**config.mk**
```make
export PLATFORM = sky130hd
export DESIGN_NAME = linked_command_completion_status
export DESIGN_NICKNAME = d
export VERILOG_FILES = /design/src/link_done_pkg.sv /design/src/post_if.sv /design/src/completion_poster.sv /design/src/linked_command_completion_status.sv
export VERILOG_INCLUDE_DIRS = /design/src
export SDC_FILE = /design/constraint.sdc
export NUM_CORES = 1
export LEC_CHECK = 0
export BUFFER_PORTS_ARGS = -buffer_cell sky130_fd_sc_hd__buf_2
export CELL_PAD_IN_SITES_DETAIL_PLACEMENT = 1
export CELL_PAD_IN_SITES_GLOBAL_PLACEMENT = 1
export CORE_MARGIN = 2
export CORE_UTILIZATION = 23
export CTS_CLUSTER_DIAMETER = 120
export CTS_CLUSTER_SIZE = 40
export DETAILED_ROUTE_END_ITERATION = 8
export HOLD_SLACK_MARGIN = 0.05
export PLACE_DENSITY_LB_ADDON = 0.2
export RECOVER_POWER = 100
export SLEW_MARGIN = 20
export SYNTH_ARGS = -nofsm -noshare
export SYNTH_HDL_FRONTEND = slang
export SYNTH_HIERARCHICAL = 1
export SYNTH_SLANG_ARGS = --single-unit
export TNS_END_PERCENT = 20
```
**constraint.sdc**
```tcl
create_clock -name core_clk -period 2.65 [get_ports core_clk]
set_clock_uncertainty 0.1 [all_clocks]
set_input_delay 0.6625 -clock core_clk [delete_from_list [all_inputs] [get_ports core_clk]]
set_output_delay 0.6625 -clock core_clk [all_outputs]
set_load 0.1 [all_outputs]
```
**src/link_done_cfg.svh**
```systemverilog
`ifndef LINK_DONE_CFG_SVH
`define LINK_DONE_CFG_SVH

// Register byte offsets
`define REG_CTRL          8'h00
`define REG_IRQ_STATUS    8'h04
`define REG_IRQ_MASK      8'h08
`define REG_MBX_BASE      8'h0C
`define REG_MBX_COUNT     8'h10
`define REG_MBX_INDEX     8'h14
`define REG_LAST_RESULT   8'h18

// Field positions
`define CTRL_ENABLE_BIT   0
`define IRQ_MBX_BIT       0
`define IRQ_BUSRST_BIT    1
`define IRQ_WIDTH         2

// Reset values
`define CTRL_RESET        1'b0
`define MASK_RESET        2'h0
`define MBX_BASE_RESET    32'h0000_0000
`define MBX_COUNT_RESET   8'h01

// Command block layout and mailbox entry size
`define CB_STATUS_BYTE    32'h0000_000E
`define MBX_ENTRY_BYTES   32'h0000_0004

// Host status codes
`define HS_OK             8'h00
`define HS_LINKED         8'h0A
`define HS_LINKED_FLAG    8'h0B
`define HS_SEL_TIMEOUT    8'h11
`define HS_DATA_RUN       8'h12
`define HS_BUS_FREE       8'h13
`define HS_BAD_PHASE      8'h14

// Timing: bus reset hold
`define CLK_PERIOD_NS     40
`define BUS_RST_HOLD_NS   25000
`define BUS_RST_CYCLES    ((`BUS_RST_HOLD_NS + `CLK_PERIOD_NS - 1) / `CLK_PERIOD_NS)

`endif

```
**src/link_done_pkg.sv**
```systemverilog
package link_done_pkg;

   // Outcome of one command as reported by the bus engine
   typedef enum logic [2:0] {
      OUT_GOOD,
      OUT_SEL_TIMEOUT,
      OUT_DATA_RUN,
      OUT_BUS_FREE,
      OUT_BAD_PHASE
   } outcome_t;

   typedef enum logic [1:0] {
      SEQ_IDLE,
      SEQ_POST,
      SEQ_FETCH,
      SEQ_BUSRST
   } seq_state_t;

   typedef enum logic [1:0] {
      PST_IDLE,
      PST_STATUS,
      PST_MAILBOX
   } post_state_t;

endpackage : link_done_pkg

```
**src/post_if.sv**
```systemverilog
`timescale 1ns/1ps
interface post_if;
   logic        start;
   logic [23:0] blockAddr;
   logic [7:0]  code;
   logic [31:0] mbxAddr;
   logic        done;

   modport master (output start, output blockAddr, output code, output mbxAddr, input done);
   modport poster (input start, input blockAddr, input code, input mbxAddr, output done);
endinterface : post_if

```
**src/completion_poster.sv**
```systemverilog
`timescale 1ns/1ps
`include "link_done_cfg.svh"
module completion_poster
(
   input  wire logic  core_clk,
   input  wire logic  rst_n,
   post_if.poster     pst,
   output logic       wrReq,
   output logic       wrByte,
   output logic [31:0] wrAddr,
   output logic [31:0] wrData,
   input  wire logic  wrAck
);

   link_done_pkg::post_state_t state_q;
   logic                       done_q;

   assign pst.done = done_q;

   // Status byte first, mailbox entry second, so the host never sees stale status
   always_ff @(posedge core_clk or negedge rst_n)
   begin
      if (!rst_n)
      begin
         state_q <= link_done_pkg::PST_IDLE;
         wrReq   <= 1'b0;
         wrByte  <= 1'b0;
         wrAddr  <= 32'h0000_0000;
         wrData  <= 32'h0000_0000;
         done_q  <= 1'b0;
      end
      else
      begin
         done_q <= 1'b0;
         case (state_q)
            link_done_pkg::PST_IDLE:
               if (pst.start)
               begin
                  state_q <= link_done_pkg::PST_STATUS;
                  wrReq   <= 1'b1;
                  wrByte  <= 1'b1;
                  wrAddr  <= {8'h00, pst.blockAddr} + `CB_STATUS_BYTE;
                  wrData  <= {24'h00_0000, pst.code};
               end
            link_done_pkg::PST_STATUS:
               if (wrAck)
               begin
                  state_q <= link_done_pkg::PST_MAILBOX;
                  wrByte  <= 1'b0;
                  wrAddr  <= pst.mbxAddr;
                  wrData  <= {pst.code, pst.blockAddr};
               end
            link_done_pkg::PST_MAILBOX:
               if (wrAck)
               begin
                  state_q <= link_done_pkg::PST_IDLE;
                  wrReq   <= 1'b0;
                  done_q  <= 1'b1;
               end
            default:
               state_q <= link_done_pkg::PST_IDLE;
         endcase
      end
   end

endmodule : completion_poster

```
**src/linked_command_completion_status.sv**
```systemverilog
// Chosen here: the Wishbone interface to the registers and the register offsets.
`timescale 1ns/1ps
`include "link_done_cfg.svh"
// Functional notes
// - Linked completion fetches next block at pointer
// - Link flag raises interrupt before next command
// - Every completed block posted to a mailbox
// - Mailbox interrupt only at chain end/flag
// - Status code written to block byte 14
// - Normal completion reports 00h
// - Linked clean completion reports 0Ah
// - Linked with flag message reports 0Bh, interrupts
// - Selection or reselection timeout reports 11h
// - Data overrun or underrun reports 12h
// - Invalid phase request reports 14h
// - Invalid phase drives bus reset, reset interrupt
module linked_command_completion_status
(
   input  wire logic                    core_clk,
   input  wire logic                    rst_n,
   // Wishbone slave
   input  wire logic                    wb_cyc_i,
   input  wire logic                    wb_stb_i,
   input  wire logic                    wb_we_i,
   input  wire logic [7:0]              wb_adr_i,
   input  wire logic [3:0]              wb_sel_i,
   input  wire logic [31:0]             wb_dat_i,
   output logic [31:0]                  wb_dat_o,
   output logic                         wb_ack_o,
   // Completion report from the bus engine
   input  wire logic                    doneValid,
   input  wire link_done_pkg::outcome_t doneOutcome,
   input  wire logic                    doneFlagMsg,
   input  wire logic [23:0]             doneBlockAddr,
   input  wire logic                    doneLink,
   input  wire logic                    doneLinkTag,
   input  wire logic                    doneLinkFlag,
   input  wire logic [23:0]             doneLinkPtr,
   input  wire logic [7:0]              doneLinkId,
   output logic                         doneReady,
   // Next command block fetch
   output logic                         fetchReq,
   output logic [23:0]                  fetchAddr,
   input  wire logic                    fetchAck,
   // Host memory write port
   output logic                         wrReq,
   output logic                         wrByte,
   output logic [31:0]                  wrAddr,
   output logic [31:0]                  wrData,
   input  wire logic                    wrAck,
   // Bus reset drive and interrupt
   output logic                         scsiRstOut,
   output logic                         irq
);

   // Hold length rounded up so the reset drive is never short
   localparam logic [9:0] RST_CYCLES = 10'(`BUS_RST_CYCLES);

   // Poster handshake; the ring index moves only once done is seen
   post_if pst ();

   // Register state
   logic                       enable_q;
   logic [`IRQ_WIDTH-1:0]      irqStatus_q;
   logic [`IRQ_WIDTH-1:0]      irqMask_q;
   logic [31:0]                mbxBase_q;
   logic [7:0]                 mbxCount_q;
   logic [7:0]                 mbxIndex_q;
   logic [31:0]                rdData_d;
   // Sequencer state
   link_done_pkg::seq_state_t  state_q;
   logic [7:0]                 code_q;
   logic [7:0]                 linkId_q;
   logic [23:0]                blockAddr_q;
   logic [23:0]                linkPtr_q;
   logic                       chainGoes_q;
   logic                       irqDue_q;
   logic                       badPhase_q;
   logic                       start_q;
   logic [9:0]                 rstCnt_q;

   // Map an outcome and the link bits onto the host status code
   function automatic logic [7:0] statusCode(input link_done_pkg::outcome_t oc,
                                             input logic linked, input logic flagged);
      case (oc)
         link_done_pkg::OUT_SEL_TIMEOUT: statusCode = `HS_SEL_TIMEOUT;
         link_done_pkg::OUT_DATA_RUN:    statusCode = `HS_DATA_RUN;
         link_done_pkg::OUT_BUS_FREE:    statusCode = `HS_BUS_FREE;
         link_done_pkg::OUT_BAD_PHASE:   statusCode = `HS_BAD_PHASE;
         default:
            if (!linked)
               statusCode = `HS_OK;
            else if (flagged)
               statusCode = `HS_LINKED_FLAG;
            else
               statusCode = `HS_LINKED;
      endcase
   endfunction : statusCode

   // Bus decode
   // Ack low in the request term keeps a held cycle from being taken twice
   wire        wbReq     = wb_cyc_i && wb_stb_i && !wb_ack_o;
   wire        wbWr      = wbReq && wb_we_i;
   wire        selLow    = wb_sel_i[0];
   wire        wrCtrl    = wbWr && selLow && (wb_adr_i == `REG_CTRL);
   wire        wrStatus  = wbWr && selLow && (wb_adr_i == `REG_IRQ_STATUS);
   wire        wrMask    = wbWr && selLow && (wb_adr_i == `REG_IRQ_MASK);
   wire        wrBase    = wbWr && (wb_adr_i == `REG_MBX_BASE);
   wire        wrCount   = wbWr && selLow && (wb_adr_i == `REG_MBX_COUNT);

   // Completion decode; errors always end the chain
   // A link-with-tag block chains exactly like a plain linked one
   wire        inLinked  = doneLink || doneLinkTag;
   wire        inFlagged = doneFlagMsg || doneLinkFlag;
   wire        inGood    = (doneOutcome == link_done_pkg::OUT_GOOD);
   wire        accept    = doneValid && doneReady;
   wire        postDone  = (state_q == link_done_pkg::SEQ_POST) && pst.done;

   // Interrupt events
   // Raised only once the mailbox entry is in memory, never ahead of it
   wire        mbxEvt    = postDone && irqDue_q;
   wire        rstEvt    = postDone && badPhase_q;
   wire [`IRQ_WIDTH-1:0] irqSet = {rstEvt, mbxEvt};
   wire [`IRQ_WIDTH-1:0] irqClr = wrStatus ? wb_dat_i[`IRQ_WIDTH-1:0] : '0;

   // Next mailbox slot wraps at the programmed count; a count of zero acts as one
   // Limitation: shrinking the count mid-chain restarts the ring at slot zero
   wire        idxWrap   = (mbxIndex_q + 8'h01 >= mbxCount_q);
   wire [7:0]  idxNext   = idxWrap ? 8'h00 : mbxIndex_q + 8'h01;

   assign pst.start     = start_q;
   assign pst.blockAddr = blockAddr_q;
   assign pst.code      = code_q;
   assign pst.mbxAddr   = mbxBase_q + 32'(mbxIndex_q) * `MBX_ENTRY_BYTES;

   // Read mux; unmapped offsets read zero
   // Busy bit lets software see a completion still in flight
   always_comb
   begin
      rdData_d = 32'h0000_0000;
      case (wb_adr_i)
         `REG_CTRL:        rdData_d = {31'h0, enable_q};
         `REG_IRQ_STATUS:  rdData_d = {30'h0, irqStatus_q};
         `REG_IRQ_MASK:    rdData_d = {30'h0, irqMask_q};
         `REG_MBX_BASE:    rdData_d = mbxBase_q;
         `REG_MBX_COUNT:   rdData_d = {24'h00_0000, mbxCount_q};
         `REG_MBX_INDEX:   rdData_d = {24'h00_0000, mbxIndex_q};
         `REG_LAST_RESULT: rdData_d = {15'h0000, (state_q != link_done_pkg::SEQ_IDLE),
                                       linkId_q, code_q};
         default:          rdData_d = 32'h0000_0000;
      endcase
   end

   // One wait state on every access; ack drops the cycle after
   always_ff @(posedge core_clk or negedge rst_n)
   begin
      if (!rst_n)
      begin
         wb_ack_o <= 1'b0;
         wb_dat_o <= 32'h0000_0000;
      end
      else
      begin
         wb_ack_o <= wbReq;
         wb_dat_o <= wbReq ? rdData_d : 32'h0000_0000;
      end
   end

   // Software registers; the base honours every byte lane
   // Narrow registers need lane zero; other lanes alone are ignored
   always_ff @(posedge core_clk or negedge rst_n)
   begin
      if (!rst_n)
      begin
         enable_q   <= `CTRL_RESET;
         irqMask_q  <= `MASK_RESET;
         mbxBase_q  <= `MBX_BASE_RESET;
         mbxCount_q <= `MBX_COUNT_RESET;
      end
      else
      begin
         if (wrCtrl)
            enable_q <= wb_dat_i[`CTRL_ENABLE_BIT];
         if (wrMask)
            irqMask_q <= wb_dat_i[`IRQ_WIDTH-1:0];
         if (wrCount)
            mbxCount_q <= wb_dat_i[7:0];
         for (int b = 0; b < 4; b++)
            if (wrBase && wb_sel_i[b])
               mbxBase_q[8*b +: 8] <= wb_dat_i[8*b +: 8];
      end
   end

   // Sticky status; a new event beats a write-one clear in the same cycle
   always_ff @(posedge core_clk or negedge rst_n)
   begin
      if (!rst_n)
      begin
         irqStatus_q <= '0;
         irq         <= 1'b0;
      end
      else
      begin
         irqStatus_q <= (irqStatus_q & ~irqClr) | irqSet;
         irq         <= |(((irqStatus_q & ~irqClr) | irqSet) & irqMask_q);
      end
   end

   // Completion sequencer
   // Ready is withheld while posting, fetching or resetting, so offers wait
   always_ff @(posedge core_clk or negedge rst_n)
   begin
      if (!rst_n)
      begin
         state_q     <= link_done_pkg::SEQ_IDLE;
         doneReady   <= 1'b0;
         code_q      <= `HS_OK;
         linkId_q    <= 8'h00;
         blockAddr_q <= 24'h00_0000;
         linkPtr_q   <= 24'h00_0000;
         chainGoes_q <= 1'b0;
         irqDue_q    <= 1'b0;
         badPhase_q  <= 1'b0;
         start_q     <= 1'b0;
         fetchReq    <= 1'b0;
         fetchAddr   <= 24'h00_0000;
         scsiRstOut  <= 1'b0;
         rstCnt_q    <= 10'h000;
         mbxIndex_q  <= 8'h00;
      end
      else
      begin
         start_q <= 1'b0;
         case (state_q)
            link_done_pkg::SEQ_IDLE:
            begin
               doneReady <= enable_q;
               if (accept)
               begin
                  state_q     <= link_done_pkg::SEQ_POST;
                  doneReady   <= 1'b0;
                  code_q      <= statusCode(doneOutcome, inLinked, inFlagged);
                  linkId_q    <= doneLinkId;
                  blockAddr_q <= doneBlockAddr;
                  linkPtr_q   <= doneLinkPtr;
                  chainGoes_q <= inGood && inLinked;
                  irqDue_q    <= !(inGood && inLinked) || inFlagged;
                  badPhase_q  <= (doneOutcome == link_done_pkg::OUT_BAD_PHASE);
                  start_q     <= 1'b1;
               end
            end
            link_done_pkg::SEQ_POST:
               if (pst.done)
               begin
                  mbxIndex_q <= idxNext;
                  if (badPhase_q)
                  begin
                     state_q    <= link_done_pkg::SEQ_BUSRST;
                     scsiRstOut <= 1'b1;
                     rstCnt_q   <= RST_CYCLES;
                  end
                  else if (chainGoes_q)
                  begin
                     // A flagged block's interrupt bit is set this edge, the same edge the fetch request rises
                     state_q   <= link_done_pkg::SEQ_FETCH;
                     fetchReq  <= 1'b1;
                     fetchAddr <= linkPtr_q;
                  end
                  else
                     state_q <= link_done_pkg::SEQ_IDLE;
               end
            link_done_pkg::SEQ_FETCH:
               if (fetchAck)
               begin
                  fetchReq <= 1'b0;
                  state_q  <= link_done_pkg::SEQ_IDLE;
               end
            // Count the hold down; ready stays low until the bus is released
            link_done_pkg::SEQ_BUSRST:
               if (rstCnt_q == 10'h001)
               begin
                  scsiRstOut <= 1'b0;
                  state_q    <= link_done_pkg::SEQ_IDLE;
               end
               else
                  rstCnt_q <= rstCnt_q - 10'h001;
            default:
               state_q <= link_done_pkg::SEQ_IDLE;
         endcase
      end
   end

   // Status byte and mailbox writer
   completion_poster u_completion_poster
   (
      .core_clk (core_clk),
      .rst_n    (rst_n),
      .pst      (pst),
      .wrReq    (wrReq),
      .wrByte   (wrByte),
      .wrAddr   (wrAddr),
      .wrData   (wrData),
      .wrAck    (wrAck)
   );

endmodule : linked_command_completion_status

```
==> impl_metrics.ini <==
[run_status]
outcome = completed

[pwr]
leakagePower_nw = 7.54
ir_worst_vdd_mv = 0.427
powerDensity_mw_per_mm2 = 462

[global_routing]
antenna_found_initial = 2
grt_pass1_wl_mm = 62.9
track_usage_pct = 15.1
overflow = 0
grt_max_degree = 66
grt_pass1_vias = 10400

[synthesis]
synth_edf_count = 0
ys.flop_type = dfrtp_1
synth.distinct_cells = 68
synth-seq-cells = 260
synth_cells = 1217
synth_area_sq_mm = 0.0120
async_reset_ff_share_pct = 100
syn_area_per_cell_sq_um = 9.90
ys_seq_area_share_pct = 54.0
synth_warnings = 6

[drt]
first_iter_violations = 417
ant_nets = 0
vias = 9661
wl_per_cell_microns = 18.8
firstDrtPassIters = 4
drt-total-wl_mm = 40.9
drc = 0
routed_via_density = 4.45

[critical_path]
worstSetupEndpointType = flip-flop
path_max_fanout = 8
worstPathArrival_ns = 2.82
required_ns = 2.95
criticalPathCategory = primary input to flip-flop
critPathLaunchType = primary input

[clock_tree]
root_buffer = clkbuf_16
cts_tree = built
clock_sinks = 260
numCtsBuffers = 13
htreeDepth = 1
worstSkewPairLatency_ns = 0.52
clock_path_buffers = 3
clkTransAtPathRegs_ns = 0.12

[placement]
dp_cells = 2148
gp_congestion = 0.792
io_buffers = 241
place_hpwl_mm = 31.0
dpl_worst_slack_ns = -0.126

[floorplanning]
num_rows = 83
coreArea_sq_mm = 0.0515
die_height_microns = 233
die_w_microns = 233
die_area_sq_mm = 0.0542
ios = 242
start_util_pct = 23.4

[final_layout]
final_common_cell = nand2_1
area_growth_syn_to_layout_pct = 22.8
final_nets = 1621
fin_util_pct = 28.7
final_cells = 2171
layout-drive-gt1-share_pct = 27.3
final_cell_mix = nand2_1, dfrtp_1, clkbuf_2, buf_2, mux2_2
antennaDiodeCount = 0

[sta]
finalHoldViolCount = 0
drv_slew = 0
layout_worst_path_cycle_share_pct = 95.1
worst-slew-pin-transition_ns = 1.45
fin_crit_ns = 2.52
setup_viol = 0
relSlewSlack_pct = 3.01
fin_ws_ns = 0.130
rsz0062_at_grt = no
timing.fmax_mhz = 397

[min_path]
min_path_type = primary input to flip-flop

[flow_run]
maxCapViolCount = 0
[power by group]
part / internal (W) / switching [W] / total [W]
Combinational: 0.0000938 / 0.000177 / 0.000271
Clock: 0.00110 / 0.00149 / 0.00259
Sequential: 0.00397 / 0.00000600 / 0.00398
Total: 0.00516 / 0.00167 / 0.00683
[logic make-up after synthesis]
group                    count (synthesis)  synth area share [%]
AND/OR/NAND/NOR                        562                  21.4
flip-flops                             260                  54.0
XOR/XNOR                                57                  4.15
buffers and inverters                   86                  3.17
adder cells (fa/ha/maj)                 21                  2.24
other                                    1                0.0311
AO/OA/AOI/OAI                          157                  8.05
multiplexers                            73                  6.89
[stage by stage]
step           power [W]  hold slack (ns)  instance area [sq um]  setup TNS, ns
2_1_floorplan    0.00410            0.267                  12100              0
3_3_place_gp     0.00435            0.346                  14500        -0.0523
3_5_place_dp     0.00435            0.352                  14500         -0.144
4_1_cts          0.00701            0.183                  14900              0
5_1_grt          0.00713            0.193                  14800              0
6_report         0.00683            0.218                  14800              0
[worst max-delay path: stages]
cell and delay, ns:
clkbuf_1 0.09, or4_1 0.56, nor3_1 0.25, and3_1 0.26, and2b_1 0.14, clkbuf_1 0.46
mux2_2 0.40
[cell type report]
type                            count  area (sq um)
Inverter                           30           113
Timing Repair Buffer              304          1690
Clock inverter                      7           100
Sequential cell                   260          6510
Tap cell                          680           851
Clock buffer                       14           339
Multi-Input combinational cell    876          5180
Fill cell                        6008         36700
[cell usage after synthesis (11+ instances only)]
library cell	count	share of area (%)
and3_1	35	1.8
xnor2_1	42	3.1
nand2_1	322	10
ha_1	20	2.1
clkbuf_1	36	1.1
inv_1	29	0.90
a31oi_1	14	0.73
nor2_1	63	2.0
dfrtp_1	259	54
nand3_1	55	2.3
a21oi_1	29	1.2
mux2_2	68	6.4
o21ai_0	52	2.2
nor3_1	18	0.75
nand4_1	11	0.57
xor2_1	15	1.1
a22oi_1	15	0.93
[flip-flops by register name (all words and copies together) (netlist names), 8 cells and up]
register	count
u_completion_poster/wrAddr	32
linkPtr_q	24
blockAddr_q	24
mbxCount_q	8
mbxBase_q	32
rstCnt_q	10
wb_dat_o	32
mbxIndex_q	8
linkId_q	8
u_completion_poster/wrData	32
fetchAddr	24
[final timing paths]
| check | slack, ns | start | depth (start not counted) | endpoint |
|---|---|---|---|---|
| worst max-delay path | 0.13 | wb_adr_i[5] | 7 | mbxBase_q[4] |
| worst min-delay path | 0.22 | doneLinkPtr[22] | 3 | linkPtr_q[22] |
| worst max register to register | 0.22 | mbxBase_q[2] | 12 | u_completion_poster/wrAddr[18] |
| worst min register to register | 0.38 | linkPtr_q[8] | 2 | linkPtr_q[8] |
| max in group asynchronous | 0.35 | rst_n | 3 | mbxCount_q[2] |
| min in group asynchronous | 0.92 | rst_n | 2 | wb_ack_o |
[per-layer routing]
layer	global-route usage (%)	vias up	wire length [microns]	share of wire [%]
li1	-	4642	-	-
met4	2.25	4	535	1.3
met3	3.54	31	2270	5.6
met2	26.1	172	19900	49
met5	0	-	23	0.056
met1	19.5	4812	18100	44
[timing repair]
action,CTS,global route
endpoints found under the setup margin,0,22
hold buffers,1,0
resized for setup,0,11
endpoints found under the hold margin,45,0
buffers inserted,0,1
Note: power is estimated with default switching activity, not from simulation.
